## src/pkg/sbc_ctrl_map.vh

```
// register map, field positions, reset values and timing for the sbc control bank
`ifndef SBC_CTRL_MAP_VH
`define SBC_CTRL_MAP_VH

// register addresses (7-bit)
`define ADDR_MODE_SUPPLY_CONTROL  7'h01
`define ADDR_HARDWARE_CONTROL     7'h02
`define ADDR_WATCHDOG_CONTROL     7'h03

// frame layout, lsb received first
`define FRAME_BITS                5'h10
`define FRAME_ADDR_MSB            6
`define FRAME_ACCESS_BIT          7
`define FRAME_DATA_LSB            8
`define FRAME_DATA_MSB            15

// mode and supply control fields
`define MSC_MODE_MSB              7
`define MSC_MODE_LSB              6
`define MSC_RESERVED_BIT          5
`define MSC_SEC_SUPPLY_MSB        4
`define MSC_SEC_SUPPLY_LSB        3
`define MSC_OV_RESET_EN_BIT       2
`define MSC_RESET_THR_MSB         1
`define MSC_RESET_THR_LSB         0

// operating modes
`define MODE_NORMAL               2'h0
`define MODE_SLEEP                2'h1
`define MODE_STOP                 2'h2
`define MODE_SOFT_RESET           2'h3

// secondary supply modes
`define SEC_SUPPLY_OFF            2'h0
`define SEC_SUPPLY_NORMAL         2'h1
`define SEC_SUPPLY_NORMAL_STOP    2'h2
`define SEC_SUPPLY_ALWAYS         2'h3

// undervoltage threshold code that disables the reset
`define RESET_THR_DISABLED        2'h3

// hardware control fields
`define HWC_FAILSAFE_SEL_BIT      7
`define HWC_LAG_TIME_BIT          6
`define HWC_FAIL_FORCE_BIT        5
`define HWC_WAKE_PWM_BIT          4
`define HWC_AUTO_PWM_BIT          3
`define HWC_BOOST_VOLT_BIT        2
`define HWC_BOOST_EN_BIT          1
`define HWC_FAIL_CFG_BIT          0

// watchdog control checksum bit
`define WDC_CHECKSUM_BIT          7

// power-on / soft reset values
`define MSC_POR_VALUE             8'h00
`define HWC_POR_VALUE             8'h00
`define WDC_POR_VALUE             8'h14

// restart: kept bits and forced-one bits
`define MSC_RESTART_KEEP          8'h07
`define MSC_RESTART_SET           8'h00
`define HWC_RESTART_KEEP          8'hDF
`define HWC_RESTART_SET           8'h00
`define WDC_RESTART_KEEP          8'h98
`define WDC_RESTART_SET           8'h04

// timing
`define CLK_PERIOD_NS             20
`define LAG_SHORT_NS              100000
`define LAG_LONG_NS               1000000
`define RESET_PULSE_NS            10000
`define LAG_SHORT_CYC             (`LAG_SHORT_NS / `CLK_PERIOD_NS)
`define LAG_LONG_CYC              (`LAG_LONG_NS / `CLK_PERIOD_NS)
`define RESET_PULSE_CYC           (`RESET_PULSE_NS / `CLK_PERIOD_NS)

`endif

```

## src/hdl/pin_sync3.v

```verilog
// three-stage pin synchroniser with agreement filter, one lane per bit
`timescale 1ns/1ps
`default_nettype none

module pin_sync3 #(
    parameter W = 1
) (
    // clock and reset
    input  wire         sys_clk_in,
    input  wire         rst_in,
    // pins and filtered levels
    input  wire [W-1:0] pin_in,
    input  wire [W-1:0] rst_level_in,
    output reg  [W-1:0] level_out
);

    reg [W-1:0] stage1_q;
    reg [W-1:0] stage2_q;
    reg [W-1:0] stage3_q;
    reg [W-1:0] level_d;
    integer     i;

    // a change counts only once stages two and three agree
    always @* begin
        level_d = level_out;
        for (i = 0; i < W; i = i + 1) begin
            if (stage2_q[i] == stage3_q[i]) begin
                level_d[i] = stage3_q[i];
            end
        end
    end

    always @(posedge sys_clk_in or posedge rst_in) begin
        if (rst_in) begin
            stage1_q  <= {W{1'b0}};
            stage2_q  <= {W{1'b0}};
            stage3_q  <= {W{1'b0}};
            level_out <= {W{1'b0}};
        end else begin
            stage1_q  <= pin_in;
            stage2_q  <= stage1_q;
            stage3_q  <= stage2_q;
            level_out <= level_d;
        end
    end

    // async reset loads constants only, so the level input is unread
    wire unused_rst_level = |rst_level_in;

endmodule // pin_sync3

`default_nettype wire

```

## src/hdl/sbc_ctrl_regs.v

```verilog
// spi-reached mode/supply, hardware and watchdog control registers of the sbc
//
// Functional notes
// frame is 16 bits: 7-bit address, access bit, then data byte.
// access bit 7 at zero reads one byte of the addressed register.
// access bit 7 at one writes the data byte to the register.
// register data bits D0..D7 sit at frame bits 8..15.
// reset loads reset values; restart loads restart values, x bits keep contents.
// read-only bits ignore writes; rw bits change only by host writes.
// control bits are not cleared by the device; host rewrites them.
// mode field 7:6 selects normal, sleep, stop; 11 soft-resets without reset pin.
// bit 5 of mode and supply control is reserved, reads zero.
// secondary supply field selects off, normal, normal+stop, normal+stop+sleep.
// overvoltage reset enable makes primary overvoltage trigger a restart.
// threshold field picks undervoltage threshold 1, 2, 3 or disables it.
// sleep request without wake source enters restart and generates a reset.
// failsafe select keeps monitor input at 0, makes pin a fail output at 1.
// lag bit sets pwm to pfm delay: 100 us at 0, 1 ms at 1.
// fail output force activates fail outputs; otherwise only a failure does.
// in stop, wake pwm bit lets wake pin level choose pwm or pfm.
// auto bit lets stop mode go pwm on large current; stop write returns.
// boost voltage bit selects 8 V at 0, 6.65 V at 1.
// boost enable allows boost to run whenever battery falls below threshold.
// config bit: fail outputs after second watchdog failure at 0, first at 1.
// configuration pin level decides fail-safe with primary supply off.
`timescale 1ns/1ps
`default_nettype none
`include "sbc_ctrl_map.vh"

module sbc_ctrl_regs #(
    parameter LAG_SHORT_CYC   = `LAG_SHORT_CYC,
    parameter LAG_LONG_CYC    = `LAG_LONG_CYC,
    parameter RESET_PULSE_CYC = `RESET_PULSE_CYC
) (
    // clock and reset
    input  wire       sys_clk_in,
    input  wire       rst_in,
    // spi pins
    input  wire       spi_cs_n_in,
    input  wire       spi_sclk_in,
    input  wire       spi_mosi_in,
    output reg        spi_miso_out,
    output wire       spi_miso_oe_n_out,
    // analog and pin levels
    input  wire       primary_overvoltage_in,
    input  wire [2:0] primary_undervoltage_in,
    input  wire       battery_low_in,
    input  wire       wake_input_pin_in,
    input  wire       config_pin_in,
    // failsafe pin, two-way
    input  wire       failsafe_monitor_input_in,
    output wire       failsafe_pin_out,
    output wire       failsafe_pin_oe_n_out,
    // internal device logic
    input  wire       wake_sources_enabled_in,
    input  wire       watchdog_fail_in,
    input  wire       large_current_in,
    // control outputs
    output wire [1:0] sbc_mode_out,
    output reg        secondary_supply_on_out,
    output wire [1:0] primary_reset_threshold_out,
    output reg        reset_output_pin_n_out,
    output reg        buck_pwm_out,
    output wire       boost_on_out,
    output wire       boost_low_voltage_out,
    output wire       fail_outputs_out,
    output reg        failsafe_mode_out,
    output wire       failsafe_fail_out,
    output reg        spi_fail_out
);

    localparam SYNC_W = 10;

    // synchronised pin levels
    wire [SYNC_W-1:0] sync_level;
    wire cs_n_s    = sync_level[0];
    wire sclk_s    = sync_level[1];
    wire mosi_s    = sync_level[2];
    wire ov_s      = sync_level[3];
    wire [2:0] uv_s = sync_level[6:4];
    wire bat_low_s = sync_level[7];
    wire wake_s    = sync_level[8];
    wire cfg_s     = sync_level[9];

    wire fsi_s;

    pin_sync3 #(
        .W (SYNC_W)
    ) u_pin_sync (
        .sys_clk_in   (sys_clk_in),
        .rst_in       (rst_in),
        .pin_in       ({config_pin_in, wake_input_pin_in, battery_low_in,
                        primary_undervoltage_in, primary_overvoltage_in,
                        spi_mosi_in, spi_sclk_in, spi_cs_n_in}),
        .rst_level_in ({SYNC_W{1'b0}}),
        .level_out    (sync_level)
    );

    pin_sync3 #(
        .W (1)
    ) u_fsi_sync (
        .sys_clk_in   (sys_clk_in),
        .rst_in       (rst_in),
        .pin_in       (failsafe_monitor_input_in),
        .rst_level_in (1'b0),
        .level_out    (fsi_s)
    );

    // registers
    reg [7:0]  mode_supply_control_q;
    reg [7:0]  hardware_control_q;
    reg [7:0]  watchdog_control_q;

    // spi frame state
    reg        cs_n_prev_q;
    reg        sclk_prev_q;
    reg [4:0]  bit_cnt_q;
    reg [15:0] rx_q;
    reg [7:0]  rd_byte_q;

    // restart, failure and buck state
    reg [15:0] reset_cnt_q;
    reg [1:0]  wd_fail_cnt_q;
    reg        auto_pwm_q;
    reg [15:0] lag_cnt_q;

    wire frame_start = cs_n_prev_q & ~cs_n_s;
    wire frame_end   = ~cs_n_prev_q & cs_n_s;
    wire sclk_rise   = ~cs_n_s & ~sclk_prev_q & sclk_s;
    wire sclk_fall   = ~cs_n_s & sclk_prev_q & ~sclk_s;

    // frames shorter than 16 bits are dropped whole; longer ones keep their first 16 bits
    wire frame_ok    = frame_end & (bit_cnt_q == `FRAME_BITS);
    wire [6:0] f_addr = rx_q[`FRAME_ADDR_MSB:0];
    wire [7:0] f_data = rx_q[`FRAME_DATA_MSB:`FRAME_DATA_LSB];
    wire f_write     = frame_ok & rx_q[`FRAME_ACCESS_BIT];

    wire wr_msc = f_write & (f_addr == `ADDR_MODE_SUPPLY_CONTROL);
    wire wr_hwc = f_write & (f_addr == `ADDR_HARDWARE_CONTROL);
    wire wr_wdc = f_write & (f_addr == `ADDR_WATCHDOG_CONTROL);
    wire wdc_parity_ok = ~(^f_data);
    wire [1:0] wr_mode = f_data[`MSC_MODE_MSB:`MSC_MODE_LSB];

    wire soft_reset  = wr_msc & (wr_mode == `MODE_SOFT_RESET);
    wire sleep_fault = wr_msc & (wr_mode == `MODE_SLEEP) & ~wake_sources_enabled_in;
    wire stop_write  = wr_msc & (wr_mode == `MODE_STOP);

    wire [1:0] cur_mode   = mode_supply_control_q[`MSC_MODE_MSB:`MSC_MODE_LSB];
    wire [1:0] sec_mode   = mode_supply_control_q[`MSC_SEC_SUPPLY_MSB:`MSC_SEC_SUPPLY_LSB];
    wire [1:0] thr_sel    = mode_supply_control_q[`MSC_RESET_THR_MSB:`MSC_RESET_THR_LSB];
    wire       ov_rst_en  = mode_supply_control_q[`MSC_OV_RESET_EN_BIT];

    // undervoltage below the selected threshold, code 11 disables
    reg uv_hit;
    always @* begin
        case (thr_sel)
            2'h0:    uv_hit = uv_s[0];
            2'h1:    uv_hit = uv_s[1];
            2'h2:    uv_hit = uv_s[2];
            default: uv_hit = 1'b0;
        endcase
    end

    wire ov_hit = ov_rst_en & ov_s;
    wire restart_trig = ov_hit | uv_hit | sleep_fault;

    // read mux: reserved bit 5 and checksum bit read as zero
    reg [7:0] rd_mux;
    always @* begin
        case (rx_q[`FRAME_ADDR_MSB:0])
            `ADDR_MODE_SUPPLY_CONTROL:
                rd_mux = mode_supply_control_q & ~(8'h01 << `MSC_RESERVED_BIT);
            `ADDR_HARDWARE_CONTROL:
                rd_mux = hardware_control_q;
            `ADDR_WATCHDOG_CONTROL:
                rd_mux = watchdog_control_q & ~(8'h01 << `WDC_CHECKSUM_BIT);
            default:
                rd_mux = 8'h00;
        endcase
    end

    // spi shift engine, lsb of the frame first
    always @(posedge sys_clk_in or posedge rst_in) begin
        if (rst_in) begin
            cs_n_prev_q  <= 1'b1;
            sclk_prev_q  <= 1'b0;
            bit_cnt_q    <= 5'h00;
            rx_q         <= 16'h0000;
            rd_byte_q    <= 8'h00;
            spi_miso_out <= 1'b0;
        end else begin
            cs_n_prev_q <= cs_n_s;
            sclk_prev_q <= sclk_s;
            if (frame_start) begin
                bit_cnt_q    <= 5'h00;
                spi_miso_out <= 1'b0;
            end else if (sclk_rise) begin
                if (bit_cnt_q < `FRAME_BITS) begin
                    rx_q[bit_cnt_q[3:0]] <= mosi_s;
                    bit_cnt_q            <= bit_cnt_q + 5'h01;
                end
                // address complete once bit 6 is in, latch the answer byte
                if (bit_cnt_q == 5'h07) begin
                    rd_byte_q <= rd_mux;
                end
            end else if (sclk_fall) begin
                if (bit_cnt_q >= 5'h08 && bit_cnt_q < `FRAME_BITS) begin
                    spi_miso_out <= rd_byte_q[bit_cnt_q[2:0]];
                end else begin
                    spi_miso_out <= 1'b0;
                end
            end
        end
    end

    assign spi_miso_oe_n_out = cs_n_s;

    // register file: por, soft reset, restart and host writes
    always @(posedge sys_clk_in or posedge rst_in) begin
        if (rst_in) begin
            mode_supply_control_q <= `MSC_POR_VALUE;
            hardware_control_q    <= `HWC_POR_VALUE;
            watchdog_control_q    <= `WDC_POR_VALUE;
            spi_fail_out          <= 1'b0;
        end else begin
            spi_fail_out <= wr_wdc & ~wdc_parity_ok;
            if (soft_reset) begin
                // soft reset leaves the reset pin alone
                mode_supply_control_q <= `MSC_POR_VALUE;
                hardware_control_q    <= `HWC_POR_VALUE;
                watchdog_control_q    <= `WDC_POR_VALUE;
            end else if (restart_trig) begin
                mode_supply_control_q <= (mode_supply_control_q & `MSC_RESTART_KEEP)
                                         | `MSC_RESTART_SET;
                hardware_control_q    <= (hardware_control_q & `HWC_RESTART_KEEP)
                                         | `HWC_RESTART_SET;
                watchdog_control_q    <= (watchdog_control_q & `WDC_RESTART_KEEP)
                                         | `WDC_RESTART_SET;
            end else begin
                // only host writes change these bits
                if (wr_msc) begin
                    mode_supply_control_q <= f_data & ~(8'h01 << `MSC_RESERVED_BIT);
                end
                if (wr_hwc) begin
                    hardware_control_q <= f_data;
                end
                if (wr_wdc && wdc_parity_ok) begin
                    watchdog_control_q <= f_data & ~(8'h01 << `WDC_CHECKSUM_BIT);
                end
            end
        end
    end

    // restart reset pulse on the reset output pin
    always @(posedge sys_clk_in or posedge rst_in) begin
        if (rst_in) begin
            reset_cnt_q            <= 16'h0000;
            reset_output_pin_n_out <= 1'b0;
        end else begin
            if (restart_trig) begin
                reset_cnt_q            <= RESET_PULSE_CYC[15:0];
                reset_output_pin_n_out <= 1'b0;
            end else if (reset_cnt_q != 16'h0000) begin
                reset_cnt_q            <= reset_cnt_q - 16'h0001;
                reset_output_pin_n_out <= 1'b0;
            end else begin
                reset_output_pin_n_out <= 1'b1;
            end
        end
    end

    assign sbc_mode_out                = cur_mode;
    assign primary_reset_threshold_out = thr_sel;

    // secondary supply per mode
    always @* begin
        case (sec_mode)
            `SEC_SUPPLY_NORMAL:
                secondary_supply_on_out = (cur_mode == `MODE_NORMAL);
            `SEC_SUPPLY_NORMAL_STOP:
                secondary_supply_on_out = (cur_mode == `MODE_NORMAL) |
                                          (cur_mode == `MODE_STOP);
            `SEC_SUPPLY_ALWAYS:
                secondary_supply_on_out = 1'b1;
            default:
                secondary_supply_on_out = 1'b0;
        endcase
    end

    // watchdog failures, fail outputs and failsafe pin
    wire fail_cfg_first = hardware_control_q[`HWC_FAIL_CFG_BIT];
    wire fsi_select_out = hardware_control_q[`HWC_FAILSAFE_SEL_BIT];
    wire wd_failed = fail_cfg_first ? (wd_fail_cnt_q != 2'h0)
                                    : (wd_fail_cnt_q == 2'h2);

    always @(posedge sys_clk_in or posedge rst_in) begin
        if (rst_in) begin
            wd_fail_cnt_q     <= 2'h0;
            failsafe_mode_out <= 1'b0;
        end else begin
            if (soft_reset) begin
                wd_fail_cnt_q <= {1'b0, watchdog_fail_in};
            end else if (watchdog_fail_in && wd_fail_cnt_q != 2'h2) begin
                wd_fail_cnt_q <= wd_fail_cnt_q + 2'h1;
            end
            // config pin low: a failure enters fail-safe, and beats a soft reset
            if (watchdog_fail_in && !cfg_s) begin
                failsafe_mode_out <= 1'b1;
            end else if (soft_reset) begin
                failsafe_mode_out <= 1'b0;
            end
        end
    end

    // monitor input low while selected as input counts as a failure
    assign failsafe_fail_out = ~fsi_select_out & ~fsi_s;
    assign fail_outputs_out  = hardware_control_q[`HWC_FAIL_FORCE_BIT] |
                               wd_failed | failsafe_fail_out;
    assign failsafe_pin_out      = fail_outputs_out;
    assign failsafe_pin_oe_n_out = ~fsi_select_out;

    // boost
    assign boost_on_out = hardware_control_q[`HWC_BOOST_EN_BIT] & bat_low_s;
    assign boost_low_voltage_out = hardware_control_q[`HWC_BOOST_VOLT_BIT];

    // buck pwm request per mode
    always @(posedge sys_clk_in or posedge rst_in) begin
        if (rst_in) begin
            auto_pwm_q <= 1'b0;
        end else if (stop_write || cur_mode != `MODE_STOP) begin
            auto_pwm_q <= 1'b0;
        end else if (hardware_control_q[`HWC_AUTO_PWM_BIT] && large_current_in) begin
            auto_pwm_q <= 1'b1;
        end
    end

    reg pwm_req;
    always @* begin
        case (cur_mode)
            `MODE_NORMAL:
                pwm_req = 1'b1;
            `MODE_STOP:
                pwm_req = (hardware_control_q[`HWC_WAKE_PWM_BIT] & wake_s) |
                          auto_pwm_q;
            default:
                pwm_req = 1'b0;
        endcase
    end

    // pwm to pfm only after the lag time; pfm to pwm is immediate
    wire [15:0] lag_limit = hardware_control_q[`HWC_LAG_TIME_BIT] ?
                            LAG_LONG_CYC[15:0] : LAG_SHORT_CYC[15:0];

    always @(posedge sys_clk_in or posedge rst_in) begin
        if (rst_in) begin
            buck_pwm_out <= 1'b1;
            lag_cnt_q    <= 16'h0000;
        end else if (pwm_req) begin
            buck_pwm_out <= 1'b1;
            lag_cnt_q    <= 16'h0000;
        end else if (buck_pwm_out) begin
            if (lag_cnt_q >= lag_limit - 16'h0001) begin
                buck_pwm_out <= 1'b0;
                lag_cnt_q    <= 16'h0000;
            end else begin
                lag_cnt_q <= lag_cnt_q + 16'h0001;
            end
        end
    end

endmodule // sbc_ctrl_regs

`default_nettype wire

```

## config.mk

```make
export PLATFORM = sky130hd
export DESIGN_NAME = sbc_ctrl_regs
export DESIGN_NICKNAME = d
export VERILOG_FILES = /design/src/hdl/pin_sync3.v /design/src/hdl/sbc_ctrl_regs.v
export VERILOG_INCLUDE_DIRS = /design/src /design/src/pkg
export SDC_FILE = /design/constraint.sdc
export NUM_CORES = 1
export LEC_CHECK = 0
export ABC_AREA = 1
export BUFFER_PORTS_ARGS = -buffer_cell sky130_fd_sc_hd__buf_2
export CORE_ASPECT_RATIO = 2
export CORE_MARGIN = 2
export CORE_UTILIZATION = 63
export CTS_CLUSTER_DIAMETER = 200
export DETAILED_ROUTE_END_ITERATION = 6
export PLACE_DENSITY = 0.82
export SLEW_MARGIN = 15
export SYNTH_ARGS = -nofsm -noshare
export SYNTH_HDL_FRONTEND = slang
export SYNTH_SLANG_ARGS = --single-unit
```

## constraint.sdc

```tcl
create_clock -name sys_clk_in -period 6.9 [get_ports sys_clk_in]
set_input_delay 0.345 -clock sys_clk_in [delete_from_list [all_inputs] [get_ports sys_clk_in]]
set_output_delay 0.345 -clock sys_clk_in [all_outputs]
set_load 0.01 [all_outputs]
```

# [After elaboration in Yosys (flattened, before gate mapping)]
# Index checks and enable logic that the tools add are counted.
[totals] ff_bits=138 inputBits=16 out_inout_bits=17
[op_classes] addsub=5 n_lt_le_gt_ge=6 eq_ne=30 muxes=43 bitwise=35 n_reduce_logical=34
[op_table] op="16-bit two-way mux" count=6
[op_table] op="8-bit two-way mux" count=6
[op_table] op="16-bit by 1-bit subtractor with 16-bit output, second input constant" count=2
[op_table] op="8-bit case mux with 3 select lines" count=1
[op_table] op="2-bit nonzero test" count=12
[op_table] op="7-bit two-way mux" count=3
[op_table] op="1-bit AND" count=20
[op_table] op="16-bit by 1-bit adder with 16-bit output, second input constant" count=1
[op_table] op="16-bit bitwise mux" count=1
[op_table] op="16-bit >= comparator" count=1
[op_table] op="1-bit two-way mux" count=16
[op_table] op="16-bit nonzero test" count=1
[op_table] op="5-bit two-way mux" count=3
[op_table] op="2-bit == test, second input constant" count=7
[op_table] op="7-bit by 2-bit == test with 1-bit output, second input constant" count=2
[op_table] op="1-bit == test" count=11
[op_table] op="2-bit AND reduction" count=5
[op_table] op="1-bit inverter" count=9
[op_table] op="3-bit nonzero test" count=3
[op_table] op="2-bit != test, second input constant" count=4
[op_table] op="8-bit parity" count=1
[op_table] op="7-bit by 1-bit == test with 1-bit output, second input constant" count=1
[op_table] op="2-bit by 1-bit == test with 1-bit output, second input constant" count=3
[op_table] op="1-bit logical AND" count=6
[op_table] op="19 further kinds" count=28

# [Logic depth before layout (Yosys ltp)]
[logic_depth] word_depth=10 mapped_depth=12 ltp_nobuf=12

# [Cells and area by module]
# Synthesis repeated with hierarchy kept, for this count alone.
[hier_totals] hier_cells=774 hier_area_um2=6598.8
[modules_own_cells] module="sbc_ctrl_regs" n_inst=1 cells_each=684 area_each_um2=5311.3
[modules_own_cells] module="pin_sync3 (u_pin_sync)" n_inst=1 cells_each=81 area_each_um2=1167.4
[modules_own_cells] module="pin_sync3 (u_fsi_sync)" n_inst=1 cells_each=9 area_each_um2=120.1

# [Worst setup path after synthesis]
# Ideal clock, no wire load.
[synth_path] kind="register to register" start="register hardware_control_q[6]" end="register lag_cnt_q[12]" setup_time_ns=0.128 t_arrival_ns=1.436 required_time_ns=6.772 path_slack_ns=5.336 path_stages_with_launch=11 n_path_buf=1 path_cell_list="dfrtp_1 inv_1 ha_1 nand2_1 nor3_1 o21ai_0 nand2_1 nand2_1 nand2_1 buf_2 o22ai_1"
[synth_between] elab_chain_len=6
[synth_lines] item="from (decl)" line="sbc_ctrl_regs.v:111" text="reg [7:0] hardware_control_q;"
[synth_lines] item="from (signal assigned)" line="sbc_ctrl_regs.v:222" text="hardware_control_q <= `HWC_POR_VALUE;"
[synth_lines] item="from (signal assigned)" line="sbc_ctrl_regs.v:230" text="hardware_control_q <= `HWC_POR_VALUE;"
[synth_lines] item="from (signal assigned)" line="sbc_ctrl_regs.v:235" text="hardware_control_q <= (hardware_control_q & `HWC_RESTART_KEEP)"
[synth_lines] item="16-bit two-way mux" line="sbc_ctrl_regs.v:351" text="wire [15:0] lag_limit = hardware_control_q[`HWC_LAG_TIME_BIT] ?"
[synth_lines] item="16-bit by 1-bit subtractor with 16-bit output" line="sbc_ctrl_regs.v:362" text="if (lag_cnt_q >= lag_limit - 16'h0001) begin"
[synth_lines] item="16-bit >= comparator" line="sbc_ctrl_regs.v:362"
[synth_lines] item="16-bit two-way mux" line="sbc_ctrl_regs.v:362"
[synth_lines] item="16-bit two-way mux" line="sbc_ctrl_regs.v:361" text="end else if (buck_pwm_out) begin"
[synth_lines] item="16-bit two-way mux" line="sbc_ctrl_regs.v:358" text="end else if (pwm_req) begin"
[synth_lines] item="to (signal assigned)" line="sbc_ctrl_regs.v:366" text="lag_cnt_q <= lag_cnt_q + 16'h0001;"
[synth_lines] item="to (decl)" line="sbc_ctrl_regs.v:125" text="reg [15:0] lag_cnt_q;"
# Every way passes these cells. The select of a mux whose other input is x is not followed.
# A chain may end at the register's enable or synchronous reset.

# [Worst setup path after layout]
[layout_path] start="register hardware_control_q[6]" end="register lag_cnt_q[0]"
# The elaborated chain is that of the path after synthesis.

==> results.py <==
metrics = {
    "placed_design": {
        "portBuffers": 32,
        "dp_cells": 925,
        "place.detailed.hpwl_um": 11020,
        "place_congestion": 0.9692,
    },
    "global_route": {
        "grt.overflow.total": 0,
        "grt_usage_pct": 30.02,
        "grt_pass1_vias": 5632,
        "grt_first_pass_wirelength_um": 26450,
        "grt_max_degree": 81,
        "antenna_found_initial": 0,
    },
    "sta": {
        "setup_viol": 0,
        "finalCritPeriodShare_pct": 29.65,
        "clock_skew_ns": 0.009014,
        "whs_ns": 0.01752,
        "relSlewSlack_pct": 33.59,
        "finalSetupTns_ns": 0,
        "slew_violations": 0,
        "fmax_mhz": 488.8,
        "rsz0062_at_grt": "no",
        "min_period_ns": 2.046,
        "hold_violations": 0,
        "worstMarginPinSlew_ns": 0.9962,
    },
    "route": {
        "vias": 5438,
        "drtPass1Iterations": 5,
        "wire_per_inst_um": 16.49,
        "detail-route-antenna-nets": 0,
        "drt_iter0_drc": 449,
        "drt-total-wl_um": 15800,
        "drcViolationCount": 0,
        "viasPerCell": 5.676,
    },
    "die": {
        "initial_core_util_pct": 64.46,
        "die_x_um": 76.06,
        "num_rows": 52,
        "die_area_um2": 11270,
        "dieHeight_um": 148.1,
        "io_pins": 33,
        "core_um2": 10150,
    },
    "synth": {
        "syn_area_per_cell_um2": 8.530,
        "synth.net_count": 800,
        "ys_seq_area_share_pct": 52.48,
        "synthTopCellsByCount": "nand2_1 (222), dfrtp_1 (133), inv_1 (83)",
        "ys.flop_type": "dfrtp_1",
        "synth_edf_count": 0,
        "synth.cell_area_um2": 6543,
        "synth_most_common_cell": "nand2_1",
        "ys_async_sr_fraction_pct": 100.0,
        "netlist-cell-type-count": 41,
        "synth_seq_cells": 137,
        "yosys-top-cells-area": "dfrtp_1 (51%), nand2_1 (13%), inv_1 (4.8%)",
        "syn_inst": 767,
        "yosysTopAreaCellShare_pct": 50.87,
        "yosysTopAreaCell": "dfrtp_1",
        "yosysWarnings": 0,
    },
    "finish": {
        "diodes": 0,
        "fill_cells": 740,
        "nets": 843,
        "syn2layout_area_growth_pct": 13.41,
        "drive_above_1_share_pct": 13.24,
        "instances_no_fill": 958,
    },
    "critical_path": {
        "r2r_setup_slack_ns": 4.85,
        "crit_path_end_kind": "flip-flop",
        "required_ns": 7.22,
        "r2r_start": "hardware_control_q[6]",
        "start_kind": "flip-flop",
        "rr_endpoint": "lag_cnt_q[0]",
        "critPathMaxFanout": 14,
        "cp-endpoint": "lag_cnt_q[0]",
        "ff2ff_path_depth": 10,
        "critical_path_arrival_ns": 2.36,
        "critPathKind": "flip-flop to flip-flop",
        "cp-startpoint": "hardware_control_q[6]",
    },
    "cts": {
        "cts_tree": "built",
        "cts_buffer_depth": 2,
        "clkLatencyLatePin_ns": 0.43,
        "cts_resized": 0,
        "clkTransAtPathRegs_ns": 0.06,
        "htreeDepth": 4,
        "root_buffer": "clkbuf_16",
        "clock-sinks": 137,
        "numCtsBuffers": 17,
    },
    "power_and_ir_drop": {
        "leakage_nw": 3.572,
        "peakVddDrop_uv": 220.0,
        "powerDensity_nw_per_um2": 266.3,
    },
    "outcome": {
        "status": "completed",
    },
    "min_path": {
        "hold_path.class": "input port to flip-flop",
    },
    "job": {
        "maxCapViolCount": 0,
    },
}
-- through the flow --
step / util (%) / total power [W] / setup WS, ns / instance area, µm²
finish: 73.10 / 0.001976 / 4.854 / 7420
detailed placement: 67.10 / 0.001072 / 4.853 / 6810
CTS: 73.10 / 0.001982 / 4.863 / 7420
global route: 73.10 / 0.002053 / 4.635 / 7420
floorplan: - / 0.001017 / 2.894 / 6543
global placement: 67.10 / 0.001062 / 4.972 / 6810
-- flip-flops by register name, summed over array words and instances, names as in the netlist, 2 cells and up --
signal / flops
u_pin_sync.stage1_q: 10
watchdog_control_q: 7
mode_supply_control_q: 7
reset_cnt_q: 16
bit_cnt_q: 5
u_pin_sync.stage2_q: 10
rx_q: 16
u_pin_sync.stage3_q: 10
wd_fail_cnt_q: 2
lag_cnt_q: 16
hardware_control_q: 8
u_pin_sync.level_out: 10
rd_byte_q: 8
-- metal layers --
layer  wire, µm  GRT usage [%]  vias to the layer above
met1       5493          30.59                     2565
met4       1239          23.36                        0
met3        678          5.825                       95
met5          0              0                        -
met2       8384          53.44                      218
li1           -              -                     2560
-- cells by family after synthesis --
logic type,after synthesis,share of synthesized area (%)
compound gates,96,8.013
fa+ha+maj,28,4.934
xor+xnor,8,1.071
simple gates,395,26.96
buf+inv,103,6.540
flops,137,52.48
-- layout make-up --
cell class	count	area [µm²]	share of cell area [%]
flip-flops and latches	137	3433	46.27
multi-input cells	527	2681	36.14
clock buffers	18	439.2	5.919
inverters	93	359.1	4.840
repair buffers	34	177.7	2.395
well taps	135	168.9	2.277
clock inverters	14	160.2	2.159
-- worst max-delay path, cell delays in order, from the launching register on --
cell	delay (ns)
dfrtp_1	0.42
inv_1	0.13
ha_1	0.30
nand2_1	0.06
nor3_1	0.11
o21ai_0	0.10
nand2_1	0.06
nand2_1	0.05
nand2_1	0.35
inv_1	0.16
o21a_1	0.19
-- how the worst min path moves through the flow --
stage | from | to | slack (ns) | cells after the start
6_report | primary_overvoltage_in | u_pin_sync.stage1_q[3] | 0.02 | 1
5_1_grt | config_pin_in | u_pin_sync.stage1_q[9] | 0.01 | 1
3_3_place_gp | u_pin_sync.stage1_q[7] | u_pin_sync.stage2_q[7] | 0.33 | 0
2_1_floorplan | u_fsi_sync.stage1_q | u_fsi_sync.stage2_q | 0.33 | 0
3_5_place_dp | u_pin_sync.stage1_q[8] | u_pin_sync.stage2_q[8] | 0.34 | 0
4_1_cts | primary_overvoltage_in | u_pin_sync.stage1_q[3] | 0.01 | 1
-- placed cells by master, fill, tap and decap left out, drive strengths merged, types with 4 or more instances in the layout --
| cell type | n |
|---|---|
| dfstp | 4 |
| nand3 | 51 |
| maj3 | 11 |
| dfrtp | 133 |
| nor2 | 87 |
| nor3 | 17 |
| clkinv | 4 |
| clkbuf | 18 |
| inv | 97 |
| o21ai | 59 |
| o22ai | 8 |
| clkinvlp | 4 |
| a21oi | 17 |
| buf | 33 |
| o211ai | 4 |
| nand2 | 230 |
| xor2 | 5 |
| ha | 17 |
-- what timing repair did --
item                                   CTS  global route
endpoints found under the hold margin   51             0
setup buffers                            0             0
hold buffers                             1             0
-- power by group --
group / switching (W) / internal [W] / leakage [nW] / total [W]
logic: 0.000136 / 0.0000556 / 1.54 / 0.000192
registers: 0.0000290 / 0.000842 / 1.75 / 0.000871
clock network: 0.000364 / 0.000548 / 0.281 / 0.000912
total: 0.000529 / 0.00145 / 3.57 / 0.00198
Note: power is estimated with default switching activity, not from simulation.
